$ cat src/emac_qs_pkg.sv
// Shared constants and carriers for the MAC queue and status block.
// Assumes one system clock; all users refer to names with the package scope.
`default_nettype none

package emac_qs_pkg;

   // -----------------------------------------------------------------
   // Register byte offsets
   // -----------------------------------------------------------------
   localparam logic [7:0] OFS_CONTROL    = 8'h00;  // Enables
   localparam logic [7:0] OFS_NET_STATUS = 8'h08;  // Pin and idle status
   localparam logic [7:0] OFS_TX_STATUS  = 8'h14;  // Transmit status
   localparam logic [7:0] OFS_RX_QPTR    = 8'h18;  // Receive queue pointer
   localparam logic [7:0] OFS_TX_QPTR    = 8'h1C;  // Transmit queue pointer
   localparam logic [7:0] OFS_RX_STATUS  = 8'h20;  // Receive status

   // -----------------------------------------------------------------
   // Field positions
   // -----------------------------------------------------------------
   localparam int CTL_RX_EN   = 2;  // receive_enable
   localparam int CTL_TX_EN   = 3;  // transmit_enable
   localparam int NS_MDIO     = 1;  // Live management data pin
   localparam int NS_IDLE     = 2;  // Management logic idle
   localparam int TS_ACTIVE   = 3;  // transmit_active position
   localparam int TS_BITS     = 7;  // Implemented transmit status bits
   localparam int RS_BITS     = 3;  // Implemented receive status bits

   // -----------------------------------------------------------------
   // Reset values and counts
   // -----------------------------------------------------------------
   localparam logic [31:0] CONTROL_RESET = 32'h0000_0000;
   localparam logic [29:0] QPTR_RESET    = 30'h0000_0000;
   localparam int          DESC_COUNT    = 1024;  // Entries before wrap
   localparam int          DESC_WORDS    = 2;     // Words per descriptor

   // -----------------------------------------------------------------
   // Event carriers, one-cycle pulses from the engines
   // -----------------------------------------------------------------
   typedef struct packed {
      logic underrun;     // Bit 6
      logic done;         // Bit 5
      logic exhausted;    // Bit 4
      logic active_rsv;   // Bit 3 place holder, ignored
      logic retry_limit;  // Bit 2
      logic collision;    // Bit 1
      logic used_seen;    // Bit 0
   } tx_evt_s;

   typedef struct packed {
      logic overrun;    // Bit 2
      logic stored;     // Bit 1
      logic no_buffer;  // Bit 0
   } rx_evt_s;

   // Receive buffer acquisition state
   typedef enum logic {RX_HAVE_BUF, RX_WAIT_BUF} rx_acq_e;

endpackage

`default_nettype wire

$ cat src/emac_queue_status.sv
// MAC DMA side status and queue pointer registers behind an APB slave.
// Assumes engine events are one-cycle pulses on SYS_CLK_I; the
// management data pin is asynchronous and synchronised here.
//
// How it works
// - Status bit shows live management pin
// - Idle bit high when management finished
// - Write one clears status, zero keeps
// - Used descriptor fetch sets bit 0
// - Collision sets bit 1
// - Retry limit sets bit 2, write clears
// - Bit 3 shows transmit active, read-only
// - Exhausted mid-frame: stop, bad FCS, error
// - Each finished frame sets bit 5
// - DMA underrun sets bit 6
// - Underrun corrupts frame check sequence
// - Pointers walk, wrap at 1024 or bit
// - Receive pointer reads current descriptor
// - Transmit pointer reads frame first descriptor
// - Owned buffer refetched at next frame
// - Every failed acquisition sets bit 0
// - Stored frame sets receive bit 1
// - Receive overrun sets bit 2, reclaims
// - Transmit disable stops, flushes, resets pointer
// - Receive disable stops, flushes, keeps pointer
`default_nettype none

module emac_queue_status #(
   parameter int IDX_W = 10  // Entries before wrap, as log2
) (
   // Clock and reset
   input  wire logic                 SYS_CLK_I,
   input  wire logic                 RESETN_I,
   // APB slave
   input  wire logic                 PSEL_I,
   input  wire logic                 PENABLE_I,
   input  wire logic                 PWRITE_I,
   input  wire logic           [7:0] PADDR_I,
   input  wire logic          [31:0] PWDATA_I,
   output logic               [31:0] PRDATA_O,
   output logic                      PREADY_O,
   output logic                      PSLVERR_O,
   // Management side
   input  wire logic                 MDIO_PIN_I,
   input  wire logic                 MGMT_BUSY_I,
   // Transmit engine
   input  wire logic                 TX_ACTIVE_I,
   input  wire emac_qs_pkg::tx_evt_s TX_EVT_I,
   input  wire logic                 TX_DESC_ADV_I,
   input  wire logic                 TX_DESC_WRAP_I,
   // Receive engine
   input  wire emac_qs_pkg::rx_evt_s RX_EVT_I,
   input  wire logic                 RX_FRAME_START_I,
   input  wire logic                 RX_DESC_ADV_I,
   input  wire logic                 RX_DESC_WRAP_I,
   // Controls towards the engines
   output logic                      TRANSMIT_ENABLE_O,
   output logic                      RECEIVE_ENABLE_O,
   output logic                      TX_STOP_O,
   output logic                      TX_FLUSH_O,
   output logic                      RX_FLUSH_O,
   output logic                      TX_ER_O,
   output logic                      TX_BAD_FCS_O,
   output logic                      RX_REFETCH_O,
   // Current descriptor addresses for the DMA
   output logic               [31:0] TX_DESC_ADDR_O,
   output logic               [31:0] RX_DESC_ADDR_O
);

   // -----------------------------------------------------------------
   // Bus decode
   // -----------------------------------------------------------------
   wire logic setup_w  = PSEL_I && !PENABLE_I;
   wire logic access_w = PSEL_I && PENABLE_I;
   wire logic wr_w     = access_w && PWRITE_I;
   wire logic hit_ctl_w;
   wire logic hit_ns_w;
   wire logic hit_ts_w;
   wire logic hit_rq_w;
   wire logic hit_tq_w;
   wire logic hit_rs_w;
   wire logic mapped_w;

   assign hit_ctl_w = (PADDR_I == emac_qs_pkg::OFS_CONTROL);
   assign hit_ns_w  = (PADDR_I == emac_qs_pkg::OFS_NET_STATUS);
   assign hit_ts_w  = (PADDR_I == emac_qs_pkg::OFS_TX_STATUS);
   assign hit_rq_w  = (PADDR_I == emac_qs_pkg::OFS_RX_QPTR);
   assign hit_tq_w  = (PADDR_I == emac_qs_pkg::OFS_TX_QPTR);
   assign hit_rs_w  = (PADDR_I == emac_qs_pkg::OFS_RX_STATUS);
   assign mapped_w  = hit_ctl_w || hit_ns_w || hit_ts_w || hit_rq_w
                    || hit_tq_w || hit_rs_w;

   // Zero wait states; read data is captured in the setup cycle
   assign PREADY_O  = 1'b1;
   assign PSLVERR_O = access_w && !mapped_w;

   // -----------------------------------------------------------------
   // State
   // -----------------------------------------------------------------
   logic        mdio_s1_q;   // First synchroniser stage
   logic        mdio_s2_q;   // Safe pin level
   logic        tx_en_q;     // transmit_enable
   logic        rx_en_q;     // receive_enable
   logic [6:0]  ts_q;        // Transmit status flags
   logic [6:0]  ts_d;
   logic [2:0]  rs_q;        // Receive status flags
   logic [2:0]  rs_d;
   logic [31:0] rdata_q;     // Read data register
   logic        stop_q;      // Transmit stop pulse
   logic        txf_q;       // Transmit flush pulse
   logic        rxf_q;       // Receive flush pulse
   logic        txer_q;      // Transmit error pulse
   logic        fcs_q;       // Bad check sequence pulse
   logic        refetch_q;   // Descriptor refetch pulse
   emac_qs_pkg::rx_acq_e acq_q;  // Receive buffer acquisition
   emac_qs_pkg::rx_acq_e acq_d;
   logic [31:0] tx_cur_w;    // Transmit current entry
   logic [31:0] tx_first_w;  // First entry of current frame
   logic [31:0] rx_cur_w;    // Receive current entry
   logic [31:0] ts_view_w;   // Transmit status as read
   logic [31:0] ns_view_w;   // Network status as read

   // -----------------------------------------------------------------
   // Software side controls
   // -----------------------------------------------------------------
   wire logic ctl_wr_w = wr_w && hit_ctl_w;
   wire logic tx_off_w = ctl_wr_w && tx_en_q && !PWDATA_I[emac_qs_pkg::CTL_TX_EN];
   wire logic rx_off_w = ctl_wr_w && rx_en_q && !PWDATA_I[emac_qs_pkg::CTL_RX_EN];
   // Transmit pointer writes during a frame would corrupt the walk, so refused
   wire logic tq_wr_w  = wr_w && hit_tq_w && !TX_ACTIVE_I;
   wire logic rq_wr_w  = wr_w && hit_rq_w;
   wire logic ts_wr_w  = wr_w && hit_ts_w;
   wire logic rs_wr_w  = wr_w && hit_rs_w;

   // -----------------------------------------------------------------
   // Status flags
   // -----------------------------------------------------------------
   // write one clears
   // Hardware set is applied after the clear so it wins
   always_comb begin
      ts_d = ts_q;
      rs_d = rs_q;
      if (ts_wr_w) begin
         ts_d = ts_q & ~PWDATA_I[6:0];
      end
      if (rs_wr_w) begin
         rs_d = rs_q & ~PWDATA_I[2:0];
      end
      ts_d = ts_d | TX_EVT_I;
      rs_d = rs_d | RX_EVT_I;
   end

   // bit 3 is live, ts_q[3] never read
   assign ts_view_w = {25'h000_0000, ts_q[6:4], TX_ACTIVE_I, ts_q[2:0]};

   assign ns_view_w = {29'h0000_0000, !MGMT_BUSY_I, mdio_s2_q, 1'b0};

   // -----------------------------------------------------------------
   // Receive buffer acquisition
   // -----------------------------------------------------------------
   // owned buffer refetch
   // After a failure the engine retries only at the next frame start
   always_comb begin
      acq_d = acq_q;
      case (acq_q)
         emac_qs_pkg::RX_HAVE_BUF: begin
            if (RX_EVT_I.no_buffer) begin
               acq_d = emac_qs_pkg::RX_WAIT_BUF;
            end
         end
         emac_qs_pkg::RX_WAIT_BUF: begin
            if (RX_DESC_ADV_I || rx_off_w) begin
               acq_d = emac_qs_pkg::RX_HAVE_BUF;
            end
         end
         default: begin
            acq_d = emac_qs_pkg::RX_HAVE_BUF;
         end
      endcase
   end

   wire logic refetch_w = (acq_q == emac_qs_pkg::RX_WAIT_BUF) && RX_FRAME_START_I
                        && rx_en_q;

   // -----------------------------------------------------------------
   // Read data mux
   // -----------------------------------------------------------------
   logic [31:0] rmux_w;
   always_comb begin
      rmux_w = 32'h0000_0000;
      if (hit_ctl_w) begin
         rmux_w[emac_qs_pkg::CTL_TX_EN] = tx_en_q;
         rmux_w[emac_qs_pkg::CTL_RX_EN] = rx_en_q;
      end else if (hit_ns_w) begin
         rmux_w = ns_view_w;
      end else if (hit_ts_w) begin
         rmux_w = ts_view_w;
      end else if (hit_rq_w) begin
         rmux_w = rx_cur_w;
      end else if (hit_tq_w) begin
         rmux_w = tx_first_w;
      end else if (hit_rs_w) begin
         rmux_w = {29'h0000_0000, rs_q};
      end
   end

   // -----------------------------------------------------------------
   // Synchroniser for the management pin
   // -----------------------------------------------------------------
   always_ff @(posedge SYS_CLK_I) begin
      if (!RESETN_I) begin
         mdio_s1_q <= 1'b0;
         mdio_s2_q <= 1'b0;
      end else begin
         mdio_s1_q <= MDIO_PIN_I;
         mdio_s2_q <= mdio_s1_q;
      end
   end

   // -----------------------------------------------------------------
   // Control and status registers
   // -----------------------------------------------------------------
   always_ff @(posedge SYS_CLK_I) begin
      if (!RESETN_I) begin
         tx_en_q <= emac_qs_pkg::CONTROL_RESET[emac_qs_pkg::CTL_TX_EN];
         rx_en_q <= emac_qs_pkg::CONTROL_RESET[emac_qs_pkg::CTL_RX_EN];
         ts_q    <= '0;
         rs_q    <= '0;
         acq_q   <= emac_qs_pkg::RX_HAVE_BUF;
         rdata_q <= 32'h0000_0000;
      end else begin
         if (ctl_wr_w) begin
            tx_en_q <= PWDATA_I[emac_qs_pkg::CTL_TX_EN];
            rx_en_q <= PWDATA_I[emac_qs_pkg::CTL_RX_EN];
         end
         ts_q  <= ts_d;
         rs_q  <= rs_d;
         acq_q <= acq_d;
         if (setup_w && !PWRITE_I) begin
            rdata_q <= rmux_w;
         end
      end
   end

   // -----------------------------------------------------------------
   // Pulses towards the engines
   // -----------------------------------------------------------------
   always_ff @(posedge SYS_CLK_I) begin
      if (!RESETN_I) begin
         stop_q    <= 1'b0;
         txf_q     <= 1'b0;
         rxf_q     <= 1'b0;
         txer_q    <= 1'b0;
         fcs_q     <= 1'b0;
         refetch_q <= 1'b0;
      end else begin
         stop_q    <= TX_EVT_I.exhausted || tx_off_w;
         txf_q     <= tx_off_w;
         rxf_q     <= rx_off_w;
         txer_q    <= TX_EVT_I.exhausted;
         fcs_q     <= TX_EVT_I.exhausted || TX_EVT_I.underrun;
         refetch_q <= refetch_w;
      end
   end

   assign PRDATA_O          = rdata_q;
   assign TRANSMIT_ENABLE_O = tx_en_q;
   assign RECEIVE_ENABLE_O  = rx_en_q;
   assign TX_STOP_O         = stop_q;
   assign TX_FLUSH_O        = txf_q;
   assign RX_FLUSH_O        = rxf_q;
   assign TX_ER_O           = txer_q;
   assign TX_BAD_FCS_O      = fcs_q;
   assign RX_REFETCH_O      = refetch_q;
   assign TX_DESC_ADDR_O    = tx_cur_w;
   assign RX_DESC_ADDR_O    = rx_cur_w;

   // -----------------------------------------------------------------
   // Queue pointers
   // -----------------------------------------------------------------
   // restart on disable
   // Mark tracks while idle, so reads show the frame's first entry
   qptr_walker #(.IDX_W(IDX_W)) u_txq (
      .clk_i       (SYS_CLK_I),
      .rst_n_i     (RESETN_I),
      .load_i      (tq_wr_w),
      .load_word_i (PWDATA_I[31:2]),
      .adv_i       (TX_DESC_ADV_I && tx_en_q),
      .wrap_i      (TX_DESC_WRAP_I),
      .restart_i   (tx_off_w),
      .track_i     (!TX_ACTIVE_I),
      .rewind_i    (1'b0),
      .cur_o       (tx_cur_w),
      .first_o     (tx_first_w)
   );

   // reclaim on overrun
   // Disable leaves the walk as it is
   qptr_walker #(.IDX_W(IDX_W)) u_rxq (
      .clk_i       (SYS_CLK_I),
      .rst_n_i     (RESETN_I),
      .load_i      (rq_wr_w),
      .load_word_i (PWDATA_I[31:2]),
      .adv_i       (RX_DESC_ADV_I && rx_en_q),
      .wrap_i      (RX_DESC_WRAP_I),
      .restart_i   (1'b0),
      .track_i     (RX_FRAME_START_I),
      .rewind_i    (RX_EVT_I.overrun),
      .cur_o       (rx_cur_w),
      .first_o     ()
   );
endmodule

`default_nettype wire

$ cat src/qptr_walker.sv
// Descriptor queue pointer: base, walking index, frame mark.
// Assumes pulses from the DMA engine on the same clock as the bus.
`default_nettype none

module qptr_walker #(
   parameter int IDX_W = 10  // log2 of descriptors before wrap
) (
   // Clock and reset
   input  wire logic        clk_i,
   input  wire logic        rst_n_i,
   // Software load of list start
   input  wire logic        load_i,
   input  wire logic [29:0] load_word_i,
   // Engine controls
   input  wire logic        adv_i,
   input  wire logic        wrap_i,
   input  wire logic        restart_i,
   input  wire logic        track_i,
   input  wire logic        rewind_i,
   // Pointers, word aligned
   output logic      [31:0] cur_o,
   output logic      [31:0] first_o
);

   // -----------------------------------------------------------------
   // State
   // -----------------------------------------------------------------
   logic [29:0]      base_q;  // List start, word address
   logic [IDX_W-1:0] idx_q;   // Current entry
   logic [IDX_W-1:0] idx_d;
   logic [IDX_W-1:0] mark_q;  // First entry of frame
   logic [IDX_W-1:0] mark_d;
   wire  logic       last_w = (idx_q == {IDX_W{1'b1}});

   // index walk and wrap
   // Wrap bit or the last of 1024 entries return to the start
   always_comb begin
      idx_d = idx_q;
      if (load_i || restart_i) begin
         idx_d = '0;
      end else if (rewind_i) begin
         idx_d = mark_q;
      end else if (adv_i) begin
         idx_d = (wrap_i || last_w) ? '0 : idx_q + 1'b1;
      end
   end

   // Mark follows the walk while asked to
   always_comb begin
      mark_d = mark_q;
      if (load_i || restart_i) begin
         mark_d = '0;
      end else if (track_i) begin
         mark_d = idx_d;
      end
   end

   // Registers
   always_ff @(posedge clk_i) begin
      if (!rst_n_i) begin
         base_q <= emac_qs_pkg::QPTR_RESET;
         idx_q  <= '0;
         mark_q <= '0;
      end else begin
         if (load_i) begin
            base_q <= load_word_i;
         end
         idx_q  <= idx_d;
         mark_q <= mark_d;
      end
   end

   // low two bits zero
   // Two words per entry, so the index is doubled
   assign cur_o   = {base_q + 30'({idx_q, 1'b0}), 2'b00};
   assign first_o = {base_q + 30'({mark_q, 1'b0}), 2'b00};
endmodule

`default_nettype wire

$ cat config.mk
export PLATFORM = sky130hd
export DESIGN_NAME = emac_queue_status
export DESIGN_NICKNAME = d
export VERILOG_FILES = /design/src/emac_qs_pkg.sv /design/src/emac_queue_status.sv /design/src/qptr_walker.sv
export SDC_FILE = /design/constraint.sdc
export NUM_CORES = 1
export LEC_CHECK = 0
export ABC_AREA = 0
export BUFFER_PORTS_ARGS = -buffer_cell sky130_fd_sc_hd__buf_2
export CAP_MARGIN = 20
export CORE_ASPECT_RATIO = 0.9
export CORE_UTILIZATION = 48
export DETAILED_ROUTE_END_ITERATION = 8
export GPL_TIMING_DRIVEN = 0
export PLACE_DENSITY = 0.72
export SLEW_MARGIN = 20
export SYNTH_ARGS = -nofsm -noshare
export SYNTH_HDL_FRONTEND = slang
export SYNTH_HIERARCHICAL = 1
export SYNTH_SLANG_ARGS = --single-unit
$ cat constraint.sdc
create_clock -name SYS_CLK_I -period 2.35 [get_ports SYS_CLK_I]
set_input_delay 0.3525 -clock SYS_CLK_I [delete_from_list [all_inputs] [get_ports SYS_CLK_I]]
set_output_delay 0.3525 -clock SYS_CLK_I [all_outputs]
set_load 0.05 [all_outputs]
==> flow_summary.json <==
{
  "fin_nets": 1486,
  "first_global_vias": 9253,
  "violations": "setup timing",
  "viasPerCell": 6.01,
  "overflow": 0,
  "cts_root_buffer": "clkbuf_16",
  "syn_avg_cell_area_um2": 8.53,
  "pwr-share-clk": 0.471,
  "crit_chain": "ha_4 > fa_2 > a211o_1 > a21oi_4 > o21bai_4 > buf_8 > a211o_1 > o211ai_1 > buf_4",
  "cts.sink_count": 152,
  "crit_family": "compound AO/OA/AOI/OAI gates",
  "pin_count": 169,
  "max_stage_delay_ns": 0.36,
  "cap_violations": 0,
  "cp_max_fo": 5,
  "skew_ns": 0.0145,
  "post-route-util": 0.727,
  "die-area_um2": 20600,
  "path_buf_inv": 2,
  "placed_area_um2": 11600,
  "finalCriticalPeriod_ns": 3.11,
  "drt_first_pass_iters": 5,
  "num_vias": 9930,
  "numCtsBuffers": 17,
  "setup_tns_ns": -35.44,
  "fp-row-count": 48,
  "dp_hpwl_um": 23600,
  "clk_pin_slew_worst_paths_ns": 0.07,
  "combinationalPowerShare": 0.084,
  "hold_path_class": "input port to flop",
  "max_freq_ghz": 0.322,
  "routed_wl_um": 34600,
  "fin_hold_ws_ns": 0.124,
  "worstMarginPinSlew_ns": 1.12,
  "antenna_found_initial": 1,
  "p_per_area_nw_per_um2": 418,
  "p_seq_frac": 0.446,
  "regArea_um2": 3100,
  "instances_no_fill": 1651,
  "ir_drop_uv": 464,
  "grt_pass1_wl_um": 50700,
  "clk_latency_ns": 0.43,
  "crit_arrival_ns": 2.75,
  "final.period_utilization": 1.32,
  "portBuffers": 162,
  "fin_area_um2": 14100,
  "relSlewSlack": 0.248,
  "die_w_um": 151,
  "gr-usage-all-layers": 0.324,
  "cts.htree.levels": 4,
  "fillers": 1381,
  "multi_input_area_um2": 7780,
  "place_ws_ns": -0.835,
  "n_antenna_cell": 0,
  "startpoint_type": "flop",
  "fin_total_pwr_mw": 5.90,
  "leakagePower_nw": 5.69,
  "worst_setup_path_end_kind": "output pin",
  "routabilityCongestion": 1.04,
  "switching_share": 0.273,
  "netlist_area_um2": 9610,
  "drc": 0,
  "syn2layout_area_growth_pct": 46.7,
  "cts_hold_repair.buffers": 0,
  "cts_tree": "done",
  "placed_cells": 1551,
  "grt_max_degree": 18,
  "die_h_um": 136,
  "core_area_um2": 19400,
  "status": "finished, violations left",
  "drtIter0Drc": 813,
  "report.final.setup_viol": 72,
  "hold_viol": 0,
  "drv_slew": 0,
  "wire_per_inst_um": 21.0,
  "fin_ws_ns": -0.757,
  "initial_core_util": 0.495,
  "intPower_mw": 4.29,
  "crit_type": "flop to output pin",
  "postSynthCellCount": 1127,
  "rsz0062_at_grt": "true",
  "cpMostUsedCell": "a211o_1",
  "netSwitchingPower_mw": 1.61,
  "drtAntennaViolNets": 0,
  "synth-warning-count": 6,
  "clk_path_buf_depth": 2,
  "worstPathRequired_ns": 2.00,
  "crit_slowest_cell": "dfxtp_4",
  "ff2ff_setup_slack_ns": -0.52,
  "drive_above_1_share": 0.368
}
## cells in the final DEF, fill, tap and decap left out, drive strengths merged, types with 6 or more instances in the layout
| cell | instances |
|---|---|
| and2 | 6 |
| buf | 260 |
| nor2b | 66 |
| or3 | 24 |
| inv | 41 |
| o311ai | 13 |
| nand4 | 19 |
| clkbuf | 64 |
| and4 | 10 |
| ha | 32 |
| a21boi | 9 |
| nand2 | 75 |
| a211oi | 23 |
| nor3b | 7 |
| mux2 | 7 |
| nand3 | 25 |
| nor2 | 85 |
| xnor2 | 31 |
| xor2 | 43 |
| nor4 | 6 |
| conb | 15 |
| a21oi | 70 |
| dfxtp | 152 |
| mux2i | 89 |
| o2111a | 6 |
| a2bb2oi | 26 |
| o21ai | 29 |
| nor3 | 45 |
| a21o | 6 |
| a211o | 18 |
| o21bai | 6 |
| nand2b | 10 |
| o21a | 17 |
## state kept, by name, indices dropped and copies added, names as in the netlist, 3 cells and up
signal	cells
u_txq/idx_q	10
u_txq/base_q	30
rs_q	3
ts_q	6
PRDATA_O	32
u_txq/mark_q	10
u_rxq/idx_q	10
u_rxq/mark_q	10
u_rxq/base_q	30
## cell type report
cell class	instances	share of cell area
Multi-Input combinational cell	879	0.552
Sequential cell	152	0.220
Timing Repair Buffer	235	0.127
Clock buffer	18	0.0304
Buffer	71	0.0289
Tap cell	250	0.0222
Clock inverter	14	0.0106
Inverter	32	0.00852
## worst paths after layout
kind | from | end | depth (start not counted)
worst max register to register | u_rxq/idx_q[0] | PRDATA_O[11] | 13
worst max-delay path | u_rxq/idx_q[0] | RX_DESC_ADDR_O[27] | 9
worst min-delay path | MDIO_PIN_I | mdio_s1_q | 2
worst min register to register | mdio_s1_q | mdio_s2_q | 1
## what timing repair did
item / in CTS / in global routing
pin swaps: 43 / 58
resized for setup: 241 / 88
setup endpoints to repair: 151 / 157
buffers inserted: 44 / 31
gates cloned: 5 / 0
## routing by layer
metal / up-vias / global-route usage / share of wire
met5: - / 0 / 0
met4: 0 / 0.105 / 0.033
met3: 78 / 0.0668 / 0.065
met2: 447 / 0.522 / 0.47
met1: 4810 / 0.432 / 0.43
li1: 4595 / - / -
## power groups by stage
stage / Sequential, mW / Combinational [mW] / Clock [mW]
floorplan: 2.70 / 0.266 / 0
global placement: 2.69 / 0.448 / 0
detailed placement: 2.69 / 0.449 / 0
CTS: 2.63 / 0.465 / 2.79
global route: 2.63 / 0.523 / 2.93
finish: 2.63 / 0.494 / 2.78
Power figures use the tool's default switching activity.
